===== config.mk =====
export PLATFORM = sky130hd
export DESIGN_NAME = gas_zone_alarm_manager
export DESIGN_NICKNAME = d
export VERILOG_FILES = /design/src/alarm_event_log.v /design/src/gas_zone_alarm_manager.v
export VERILOG_INCLUDE_DIRS = /design/src
export SDC_FILE = /design/constraint.sdc
export NUM_CORES = 2
export LEC_CHECK = 0
export ABC_AREA = 1
export BUFFER_PORTS_ARGS = -buffer_cell sky130_fd_sc_hd__clkbuf_2
export CELL_PAD_IN_SITES_DETAIL_PLACEMENT = 0
export CELL_PAD_IN_SITES_GLOBAL_PLACEMENT = 1
export CORE_MARGIN = 1.5
export CORE_UTILIZATION = 50
export CTS_CLUSTER_DIAMETER = 30
export DETAILED_ROUTE_END_ITERATION = 12
export GPL_TIMING_DRIVEN = 0
export PLACE_DENSITY = 0.83
export SLEW_MARGIN = 10
export SYNTH_ARGS = -nofsm -noshare
export SYNTH_HDL_FRONTEND = slang
export SYNTH_HIERARCHICAL = 1
export SYNTH_SLANG_ARGS = --single-unit

===== constraint.sdc =====
create_clock -name clk -period 22.4 [get_ports clk]
set_input_delay 3.36 -clock clk [delete_from_list [all_inputs] [get_ports clk]]
set_output_delay 3.36 -clock clk [all_outputs]
set_load 0.01 [all_outputs]

===== src/gas_alarm_consts.vh =====
`ifndef GAS_ALARM_CONSTS_VH
`define GAS_ALARM_CONSTS_VH
// ========================================
// register offsets (byte addresses)
`define OFS_CTRL 12'h000
`define OFS_THR_LS 12'h004
`define OFS_THR_EVACUATION_LEVEL 12'h008
`define OFS_STATUS 12'h00c
`define OFS_PEAK 12'h010
`define OFS_FAULT 12'h014
`define OFS_ACK 12'h018
`define OFS_PAGE 12'h01c
`define OFS_SUMMARY 12'h020
`define OFS_LOG_IDX 12'h024
`define OFS_LOG_EVT 12'h028
`define OFS_LOG_TIME 12'h02c
// ========================================
// control fields
`define CTRL_ACK_MODE 0
`define CTRL_HORN_EN 1
`define CTRL_FLT_RELAY_EN 2
`define CTRL_FLT_HORN_EN 3
`define CTRL_LOG_VIEW 4
`define CTRL_SILENCE 5
`define CTRL_RST 8'h01
// ========================================
// status fields
`define ST_ALARM 0
`define ST_SILENCE 1
`define ST_THR_REJECT 2
`define ST_HALT 3
`define ST_MORE 4
`define ST_COUNT_LSB 8
// ========================================
// reset thresholds in ppm
`define LEAK_RST 16'h0064
`define SPILL_RST 16'h012c
`define EVACUATION_LEVEL_RST 16'h01f4
// ========================================
// fault code groups
`define FAULT_CRITICAL 16'hff00
// ========================================
// flash timing, summary page size and log depth
`define FLASH_HALF_MS 500
`define CLK_KHZ 10000
`define PAGE_SIZE 8
`define LOG_DEPTH 20
`endif


===== src/alarm_event_log.v =====
// ========================================
// ring of the most recent alarm events, index 0 is the newest
module alarm_event_log #(
  parameter DEPTH = 20,
  parameter W = 42,
  parameter IW = 5
) (
  // clock and reset
  input wire clk,
  input wire rst,
  // write side
  input wire clear,
  input wire we,
  input wire [W-1:0] wdata,
  // read side
  input wire [IW-1:0] ridx,
  output reg [W-1:0] rdata,
  output reg [IW-1:0] count
);
  reg [W-1:0] mem [0:DEPTH-1];
  reg [IW-1:0] wptr;
  reg [IW:0] pos;

  always @*
  begin
    pos = {1'b0, wptr} + DEPTH[IW:0] - 1'b1 - {1'b0, ridx};
    if (pos >= DEPTH[IW:0])
      pos = pos - DEPTH[IW:0];
  end

  always @(posedge clk)
  begin
    if (rst || clear)
    begin
      wptr <= {IW{1'b0}};
      count <= {IW{1'b0}};
      rdata <= {W{1'b0}};
    end
    else
    begin
      // the oldest entry is simply overwritten once full
      if (we)
      begin
        mem[wptr] <= wdata;
        wptr <= (wptr == DEPTH[IW-1:0] - 1'b1) ? {IW{1'b0}} : wptr + 1'b1;
        if (count != DEPTH[IW-1:0])
          count <= count + 1'b1;
      end
      rdata <= (ridx < count) ? mem[pos[IW-1:0]] : {W{1'b0}};
    end
  end
endmodule // alarm_event_log


===== src/gas_zone_alarm_manager.v =====
// Contract
// - zone above leak threshold raises a leak alarm.
// - zone above spill threshold raises a spill alarm.
// - zone above evacuation threshold raises an evacuation alarm.
// - thresholds accepted only when leak < spill < evacuation.
// - peak concentration is held, cleared on command, then tracks anew.
// - alarm shown only once the zone measurement has completed.
// - summary shows 8 alarms per page, flags a further page.
// - per alarm acknowledge flag; unacknowledged flash, acknowledged steady.
// - acknowledge mode decides whether acknowledgement is needed to clear.
// - all alarms acknowledged turns red indicator and alarm relays off.
// - new alarms keep rising after earlier acknowledgements.
// - confirmed silence opens leak relay and mutes horn only.
// - silence mode shows a flashing silence indicator.
// - silence cancelled when any zone clears or escalates.
// - last 20 alarm events kept with zone, type, time.
// - enter plus right while viewing the log clears it.
// - malfunction lights yellow fault, optional fault relay and horn.
// - non-critical fault keeps measuring, critical fault stops it.
// - fault code is cumulative, one bit per fault.
//
// Chosen here: the placing of the registers and the APB register port.
`include "gas_alarm_consts.vh"
module gas_zone_alarm_manager #(
  parameter ZONES = 16,
  parameter ZW = 4,
  parameter CW = 16,
  parameter FLASH_CYCLES = `FLASH_HALF_MS * `CLK_KHZ
) (
  // clock and reset
  input wire clk,
  input wire rst,
  // apb slave
  input wire psel,
  input wire penable,
  input wire pwrite,
  input wire [11:0] paddr,
  input wire [31:0] pwdata,
  output reg [31:0] prdata,
  output wire pready,
  output wire pslverr,
  // measurement results
  input wire meas_valid,
  input wire [ZW-1:0] meas_zone,
  input wire [CW-1:0] present_concentration,
  input wire [31:0] time_stamp,
  // front panel keys and fault sources
  input wire key_enter,
  input wire key_right,
  input wire [15:0] fault_in,
  // indicators and relays
  output reg led_alarm,
  output reg led_fault,
  output reg relay_leak,
  output reg relay_spill,
  output reg relay_evacuation_level,
  output reg horn,
  output reg relay_fault,
  output reg silence_flash,
  output reg measure_halt
);
  // ========================================
  // state
  reg [7:0] ctrl;
  reg [CW-1:0] thr_leak, thr_spill, thr_evacuation_level, stage_leak, stage_spill;
  reg thr_reject;
  reg [CW-1:0] peak;
  reg [15:0] fault_code;
  reg [7:0] page;
  reg [4:0] log_idx;
  reg [2*ZONES-1:0] lvl, live;
  reg [ZONES-1:0] ack;
  reg silence;
  reg [31:0] flash_cnt;
  reg flash;
  reg [1:0] enter_q, right_q;
  reg [15:0] fault_q1, fault_q2;
  reg log_we;
  reg [41:0] log_wdata;
  wire [41:0] log_rdata;
  wire [4:0] log_count;

  // ========================================
  // decode helpers
  function [1:0] level_of;
    input [CW-1:0] c, l, s, e;
    begin
      if (c > e)
        level_of = 2'd3;
      else if (c > s)
        level_of = 2'd2;
      else if (c > l)
        level_of = 2'd1;
      else
        level_of = 2'd0;
    end
  endfunction

  function hit;
    input [11:0] a;
    input [11:0] ofs;
    begin
      hit = (a == ofs);
    end
  endfunction

  wire setup = psel & ~penable;
  wire wr = psel & penable & pwrite;
  wire mapped = (paddr[1:0] == 2'b00) && (paddr <= `OFS_LOG_TIME);
  assign pready = 1'b1;
  assign pslverr = psel & penable & ~mapped;

  // ========================================
  // summaries over all zones, and over the eight zones of the selected page
  reg [7:0] pend_cnt;
  reg any_unacked, any_pending, lvl1_un, lvl2_un, lvl3_un;
  reg [7:0] sum_pend, sum_flash;
  integer i, j;
  reg [10:0] zi;

  always @*
  begin
    pend_cnt = 8'h00;
    any_unacked = 1'b0;
    any_pending = 1'b0;
    lvl1_un = 1'b0;
    lvl2_un = 1'b0;
    lvl3_un = 1'b0;
    sum_pend = 8'h00;
    sum_flash = 8'h00;
    zi = 11'h000;
    for (i = 0; i < ZONES; i = i + 1)
    begin
      if (lvl[2*i +: 2] != 2'd0)
      begin
        pend_cnt = pend_cnt + 1'b1;
        any_pending = 1'b1;
        if (!ack[i])
        begin
          // acknowledged alarms drop out of the relay terms
          any_unacked = 1'b1;
          lvl1_un = 1'b1;
          if (lvl[2*i +: 2] >= 2'd2)
            lvl2_un = 1'b1;
          if (lvl[2*i +: 2] == 2'd3)
            lvl3_un = 1'b1;
        end
      end
    end
    for (i = 0; i < `PAGE_SIZE; i = i + 1)
    begin
      zi = {page, 3'b000} + i[10:0];
      if (zi < ZONES[10:0])
      begin
        sum_pend[i] = lvl[2*zi[ZW-1:0] +: 2] != 2'd0;
        sum_flash[i] = sum_pend[i] & ~ack[zi[ZW-1:0]] & flash;
      end
    end
  end

  wire more_page = pend_cnt > ({page, 3'b000} + `PAGE_SIZE);
  wire [1:0] new_lvl = level_of(present_concentration, thr_leak, thr_spill, thr_evacuation_level);
  wire [1:0] old_live = live[2*meas_zone +: 2];
  wire [1:0] old_lvl = lvl[2*meas_zone +: 2];
  wire take_meas = meas_valid & ~measure_halt;
  wire zone_change = take_meas && new_lvl != old_live && (new_lvl == 2'd0 || new_lvl > old_live);
  wire log_clear = ctrl[`CTRL_LOG_VIEW] & enter_q[1] & right_q[1];

  // ========================================
  // pin synchronisers, first stage feeds only the second
  always @(posedge clk)
  begin
    if (rst)
    begin
      enter_q <= 2'b00;
      right_q <= 2'b00;
      fault_q1 <= 16'h0000;
      fault_q2 <= 16'h0000;
    end
    else
    begin
      enter_q <= {enter_q[0], key_enter};
      right_q <= {right_q[0], key_right};
      fault_q1 <= fault_in;
      fault_q2 <= fault_q1;
    end
  end

  // ========================================
  // registers written by software
  always @(posedge clk)
  begin
    if (rst)
    begin
      ctrl <= `CTRL_RST;
      thr_leak <= `LEAK_RST;
      thr_spill <= `SPILL_RST;
      thr_evacuation_level <= `EVACUATION_LEVEL_RST;
      stage_leak <= `LEAK_RST;
      stage_spill <= `SPILL_RST;
      thr_reject <= 1'b0;
      page <= 8'h00;
      log_idx <= 5'h00;
      fault_code <= 16'h0000;
    end
    else
    begin
      if (wr && hit(paddr, `OFS_CTRL))
        ctrl <= {3'b000, pwdata[4:0]};
      if (wr && hit(paddr, `OFS_THR_LS))
      begin
        stage_leak <= pwdata[CW-1:0];
        stage_spill <= pwdata[16 +: CW];
      end
      // writing evacuation commits all three, only if strictly ordered
      if (wr && hit(paddr, `OFS_THR_EVACUATION_LEVEL))
      begin
        if (stage_leak < stage_spill && stage_spill < pwdata[CW-1:0])
        begin
          thr_leak <= stage_leak;
          thr_spill <= stage_spill;
          thr_evacuation_level <= pwdata[CW-1:0];
        end
        else
          thr_reject <= 1'b1;
      end
      else if (wr && hit(paddr, `OFS_STATUS) && pwdata[`ST_THR_REJECT])
        thr_reject <= 1'b0;
      if (wr && hit(paddr, `OFS_PAGE))
        page <= pwdata[7:0];
      if (wr && hit(paddr, `OFS_LOG_IDX))
        log_idx <= pwdata[4:0];
      // new fault bits win over a clear in the same cycle
      fault_code <= (fault_code & ~((wr && hit(paddr, `OFS_FAULT)) ? pwdata[15:0] : 16'h0000))
        | fault_q2;
    end
  end

  // ========================================
  // zone alarm state
  always @(posedge clk)
  begin
    if (rst)
    begin
      lvl <= {2*ZONES{1'b0}};
      live <= {2*ZONES{1'b0}};
      ack <= {ZONES{1'b0}};
      peak <= {CW{1'b0}};
      log_we <= 1'b0;
      log_wdata <= 42'h0;
    end
    else
    begin
      log_we <= 1'b0;
      if (wr && hit(paddr, `OFS_ACK) && pwdata[ZW-1:0] < ZONES)
        ack[pwdata[ZW-1:0]] <= 1'b1;
      for (j = 0; j < ZONES; j = j + 1)
      begin
        if (lvl[2*j +: 2] != 2'd0 && live[2*j +: 2] == 2'd0 && (ack[j] || !ctrl[`CTRL_ACK_MODE]))
        begin
          lvl[2*j +: 2] <= 2'd0;
          ack[j] <= 1'b0;
        end
      end
      // the measured result is applied when the zone's cycle completes
      if (take_meas)
      begin
        live[2*meas_zone +: 2] <= new_lvl;
        if (new_lvl > old_lvl)
        begin
          lvl[2*meas_zone +: 2] <= new_lvl;
          ack[meas_zone] <= 1'b0;
          log_we <= 1'b1;
          log_wdata <= {new_lvl, {(8-ZW){1'b0}}, meas_zone, time_stamp};
        end
      end
      // a reset write clears, the same cycle's sample already becomes the new peak
      if (wr && hit(paddr, `OFS_PEAK))
        peak <= take_meas ? present_concentration : {CW{1'b0}};
      else if (take_meas && present_concentration > peak)
        peak <= present_concentration;
    end
  end

  // ========================================
  // silence mode and flash timing
  always @(posedge clk)
  begin
    if (rst)
    begin
      silence <= 1'b0;
      flash_cnt <= 32'h0;
      flash <= 1'b0;
    end
    else
    begin
      // a zone change beats a silence request in the same cycle
      if (zone_change || !any_pending)
        silence <= 1'b0;
      else if (wr && hit(paddr, `OFS_CTRL) && pwdata[`CTRL_SILENCE])
        silence <= 1'b1;
      if (flash_cnt >= FLASH_CYCLES - 1)
      begin
        flash_cnt <= 32'h0;
        flash <= ~flash;
      end
      else
        flash_cnt <= flash_cnt + 1'b1;
    end
  end

  // ========================================
  // indicators and relays
  always @(posedge clk)
  begin
    if (rst)
    begin
      led_alarm <= 1'b0;
      led_fault <= 1'b0;
      relay_leak <= 1'b0;
      relay_spill <= 1'b0;
      relay_evacuation_level <= 1'b0;
      horn <= 1'b0;
      relay_fault <= 1'b0;
      silence_flash <= 1'b0;
      measure_halt <= 1'b0;
    end
    else
    begin
      led_alarm <= any_unacked;
      relay_leak <= lvl1_un & ~silence;
      relay_spill <= lvl2_un;
      relay_evacuation_level <= lvl3_un;
      horn <= (any_unacked & ctrl[`CTRL_HORN_EN] & ~silence)
        | ((|fault_code) & ctrl[`CTRL_FLT_HORN_EN]);
      led_fault <= |fault_code;
      relay_fault <= (|fault_code) & ctrl[`CTRL_FLT_RELAY_EN];
      silence_flash <= silence & flash;
      measure_halt <= |(fault_code & `FAULT_CRITICAL);
    end
  end

  // ========================================
  // event log
  alarm_event_log #(
    .DEPTH(`LOG_DEPTH),
    .W(42),
    .IW(5)
  ) u_log (
    .clk(clk),
    .rst(rst),
    .clear(log_clear),
    .we(log_we),
    .wdata(log_wdata),
    .ridx(log_idx),
    .rdata(log_rdata),
    .count(log_count)
  );

  // ========================================
  // read data, captured in the setup cycle
  always @(posedge clk)
  begin
    if (rst)
      prdata <= 32'h0;
    else if (setup && !pwrite)
    begin
      case (paddr)
        `OFS_CTRL: prdata <= {24'h0, ctrl};
        `OFS_THR_LS: prdata <= {thr_spill, thr_leak};
        `OFS_THR_EVACUATION_LEVEL: prdata <= {16'h0, thr_evacuation_level};
        `OFS_STATUS: prdata <= {11'h0, log_count, pend_cnt, 3'b000, more_page,
          measure_halt, thr_reject, silence, any_unacked};
        `OFS_PEAK: prdata <= {16'h0, peak};
        `OFS_FAULT: prdata <= {16'h0, fault_code};
        `OFS_PAGE: prdata <= {24'h0, page};
        `OFS_SUMMARY: prdata <= {more_page, 15'h0, sum_flash, sum_pend};
        `OFS_LOG_IDX: prdata <= {27'h0, log_idx};
        `OFS_LOG_EVT: prdata <= {22'h0, log_rdata[41:32]};
        `OFS_LOG_TIME: prdata <= log_rdata[31:0];
        default: prdata <= 32'h0;
      endcase
    end
  end
endmodule // gas_zone_alarm_manager


==> metrics.cfg <==
[outcome]
status = complete, no violations

[floorplan]
dieArea_mm2 = 0.114
fp.dieW_um = 338
rows = 122
initial_utilization_pct = 50.5
core_mm2 = 0.111
pin_count = 163
die_y_um = 338

[cts]
cts_tree = built
post_cts_buffers = 0
clockBufferDepth = 4
cts_made_buffers = 280
cts.repair.resized = 0
clk_pin_slew_ps = 50
cts-htree-levels = 5
hold_buffers = 0
cts.sinks = 1253
clkLatencyLatePin_ps = 870
cts_root_buf = clkbuf_16

[timing]
hold_viol = 0
finClkSkew_ps = 78.0
tightestPinTransition_ps = 1380
layout_min_cycle_time_ps = 10510
setup-violations-final = 0
setup_tns_ps = 0
fmax_ghz = 0.0952
period_share_pct = 46.9
grt_setup_unrepaired = false
slew_violations = 0
relSlewSlack_pct = 7.82

[global_route]
grtUsageTotal_pct = 35.7
grt_pass1_wl_um = 295000
antenna_found_initial = 6
overflow = 0
grt_pass1_vias = 44700
grt_max_degree = 22

[synthesis]
ys_warn_count = 6
synthFlopType = edfxtp_1
synth_top_area_share_pct = 45.1
syn_area_per_cell_um2 = 9.75
netlist_instances = 5737
yosys-top-cells-area = edfxtp_1 45%, dfxtp_1 15%, nand2_1 5.4%, inv_1 4.3%, o21ai_0 4.3%
yosysSeqAreaShare_pct = 59.9
yosysTopAreaCell = edfxtp_1
ys_ff_latch = 1253
async_flop_share_pct = 0
synth.cell_area_mm2 = 0.0559
synth.distinct_cells = 69
synth_edf_count = 840

[drt]
drc = 0
drtIter0Drc = 6384
detail_route.first_pass.iterations = 8
drt_wl_total_um = 206000
wire_per_inst_um = 25.7
drtAntennaViolNets = 0
route.vias.total = 47600
via_per_inst = 5.94

[critical_path]
slowest_delay_ps = 530
arrival_ps = 11240
required_ps = 23130
cpMostUsedCell = nand2_1
critPathBufInv = 8
slowest_stage = or4_1
cp-start-kind = flop
critical_path_depth = 60
crit_type = reg -> reg
timing.rr.start = lvl[1]
worstReg2RegEnd = prdata[31]
cp-endpoint = prdata[31]
cp_max_fo = 4
critPathCaptureType = flop
rr_worst_depth = 60
rrSetupSlack_ps = 11890
path_delay_family = simple AND/OR/NAND/NOR gates
critPathLaunch = lvl[1]

[pwr]
power_leakage_nw = 26.7
vdd_drop_max_mv = 0.0735
power_density_mw_per_mm2 = 105

[finish]
drive_gt1_share_pct = 13.3
syn2layout_area_growth_pct = 23.6
fillers = 9105
final_area_mm2 = 0.0692
fin_nets = 6576

[hold_path]
hp-class = reg -> reg
hold_depth = 2

[placement]
dp_hpwl_um = 146000
gp_congestion = 0.995
postPlaceCellArea_mm2 = 0.0600
portBuffers = 158

[flow_run]
maxCapViolCount = 0

==> kinds of logic (layout without fill, tap and decap cells) <==
kind of cell    count (synthesis)  count (layout)  synth area share, %
buf+inv                       975            1666                 6.87
flops                        1253            1253                 59.9
compound gates               1371            1371                 14.4
xor+xnor                       16              16                0.250
mux                             1               1               0.0179
other cells                     2              94               0.0134
fa+ha+maj                     146             146                 3.28
simple gates                 1973            1973                 15.3
==> layout by cell type, fill, tap and decap left out, types with 44 or more instances in the layout <==
master     Yosys  routed
inv_1        643     643
a32o_1        88      88
nor2_1       562     543
dfxtp_1      413     413
nor3_1        45      44
conb_1         2      91
edfxtp_1     840     840
ha_1         145     145
buf_2         78      78
o22ai_1      157     157
clkbuf_2       0     159
a21oi_1      459     459
clkbuf_1     187     227
nand2_1      806     806
nand3_1      394     394
o21ai_0      480     480
clkbuf_16      0     282
==> state kept, by name, summed over array words and instances (netlist names), 32 cells and up <==
signal,flops
u_log/rdata,42
prdata,32
lvl,32
flash_cnt,32
log_wdata,38
live,32
u_log/mem,840
==> worst min path at each step <==
stage / endpoint / start / slack, ps
after floorplan: enter_q[1] / enter_q[0] / 390
after global placement: fault_q2[12] / fault_q1[12] / 390
after detailed placement: fault_q2[13] / fault_q1[13] / 400
after CTS: fault_q2[11] / fault_q1[11] / 370
after global routing: fault_q2[15] / fault_q1[15] / 380
final: fault_q2[11] / fault_q1[11] / 370
==> power by group <==
part | internal (mW) | leakage (nW) | switching, mW | total (mW)
registers | 2.51 | 11.1 | 0.0505 | 2.56
clock network | 2.66 | 4.43 | 1.28 | 3.93
logic | 0.198 | 11.2 | 0.529 | 0.727
total | 5.37 | 26.7 | 1.86 | 7.23
==> routing by layer <==
layer	track usage (%)	share of wire, %	vias up
met5	0	0.032	-
met1	49.2	40	22800
met2	53.7	43	2990
li1	-	-	21200
met4	14.6	4.1	10
met3	9.07	12	504
==> final cells by class <==
class	count	area [µm²]	share of cell area, %
multi-input combinational	3598	19100	27.6
sequential	1253	33500	48.4
antenna	3	7.51	0.0109
tap	1488	1860	2.69
timing repair buffer	202	1730	2.50
clock inverter	141	1570	2.26
buffer	298	1300	1.88
clock buffer	348	7550	10.9
inverter	677	2540	3.68
==> synthesized netlist by cell type, drive strengths merged (18+ instances only) <==
library cell	number
a2111oi	18
a211oi	29
a21oi	461
a221oi	19
a32o	88
buf	111
clkbuf	187
dfxtp	413
edfxtp	840
ha	145
inv	665
nand2	848
nand3	415
nand4	32
nor2	579
nor3	46
nor4	27
o211ai	32
o21ai	490
o22ai	157
==> per-stage QoR <==
step	power [mW]	setup slack (ps)	hold WS, ps	instances	utilization, %
after global routing	7.41	11130	385	8005	62.4
after floorplan	3.00	13200	388	5826	-
after CTS	7.22	11940	371	8005	62.4
final	7.23	11890	373	8008	62.4
after global placement	3.28	10820	392	7472	53.2
after detailed placement	3.29	11940	395	7516	54.2
==> worst reg2reg max path: cells and delay by family, from the launching register on <==
kind,cells,cell delay (ps)
fa+ha+maj,12,3280
flops,1,400
simple gates,31,4590
buf+inv,8,530
xor+xnor,1,160
compound gates,8,1490
Power figures use the tool's default switching activity.
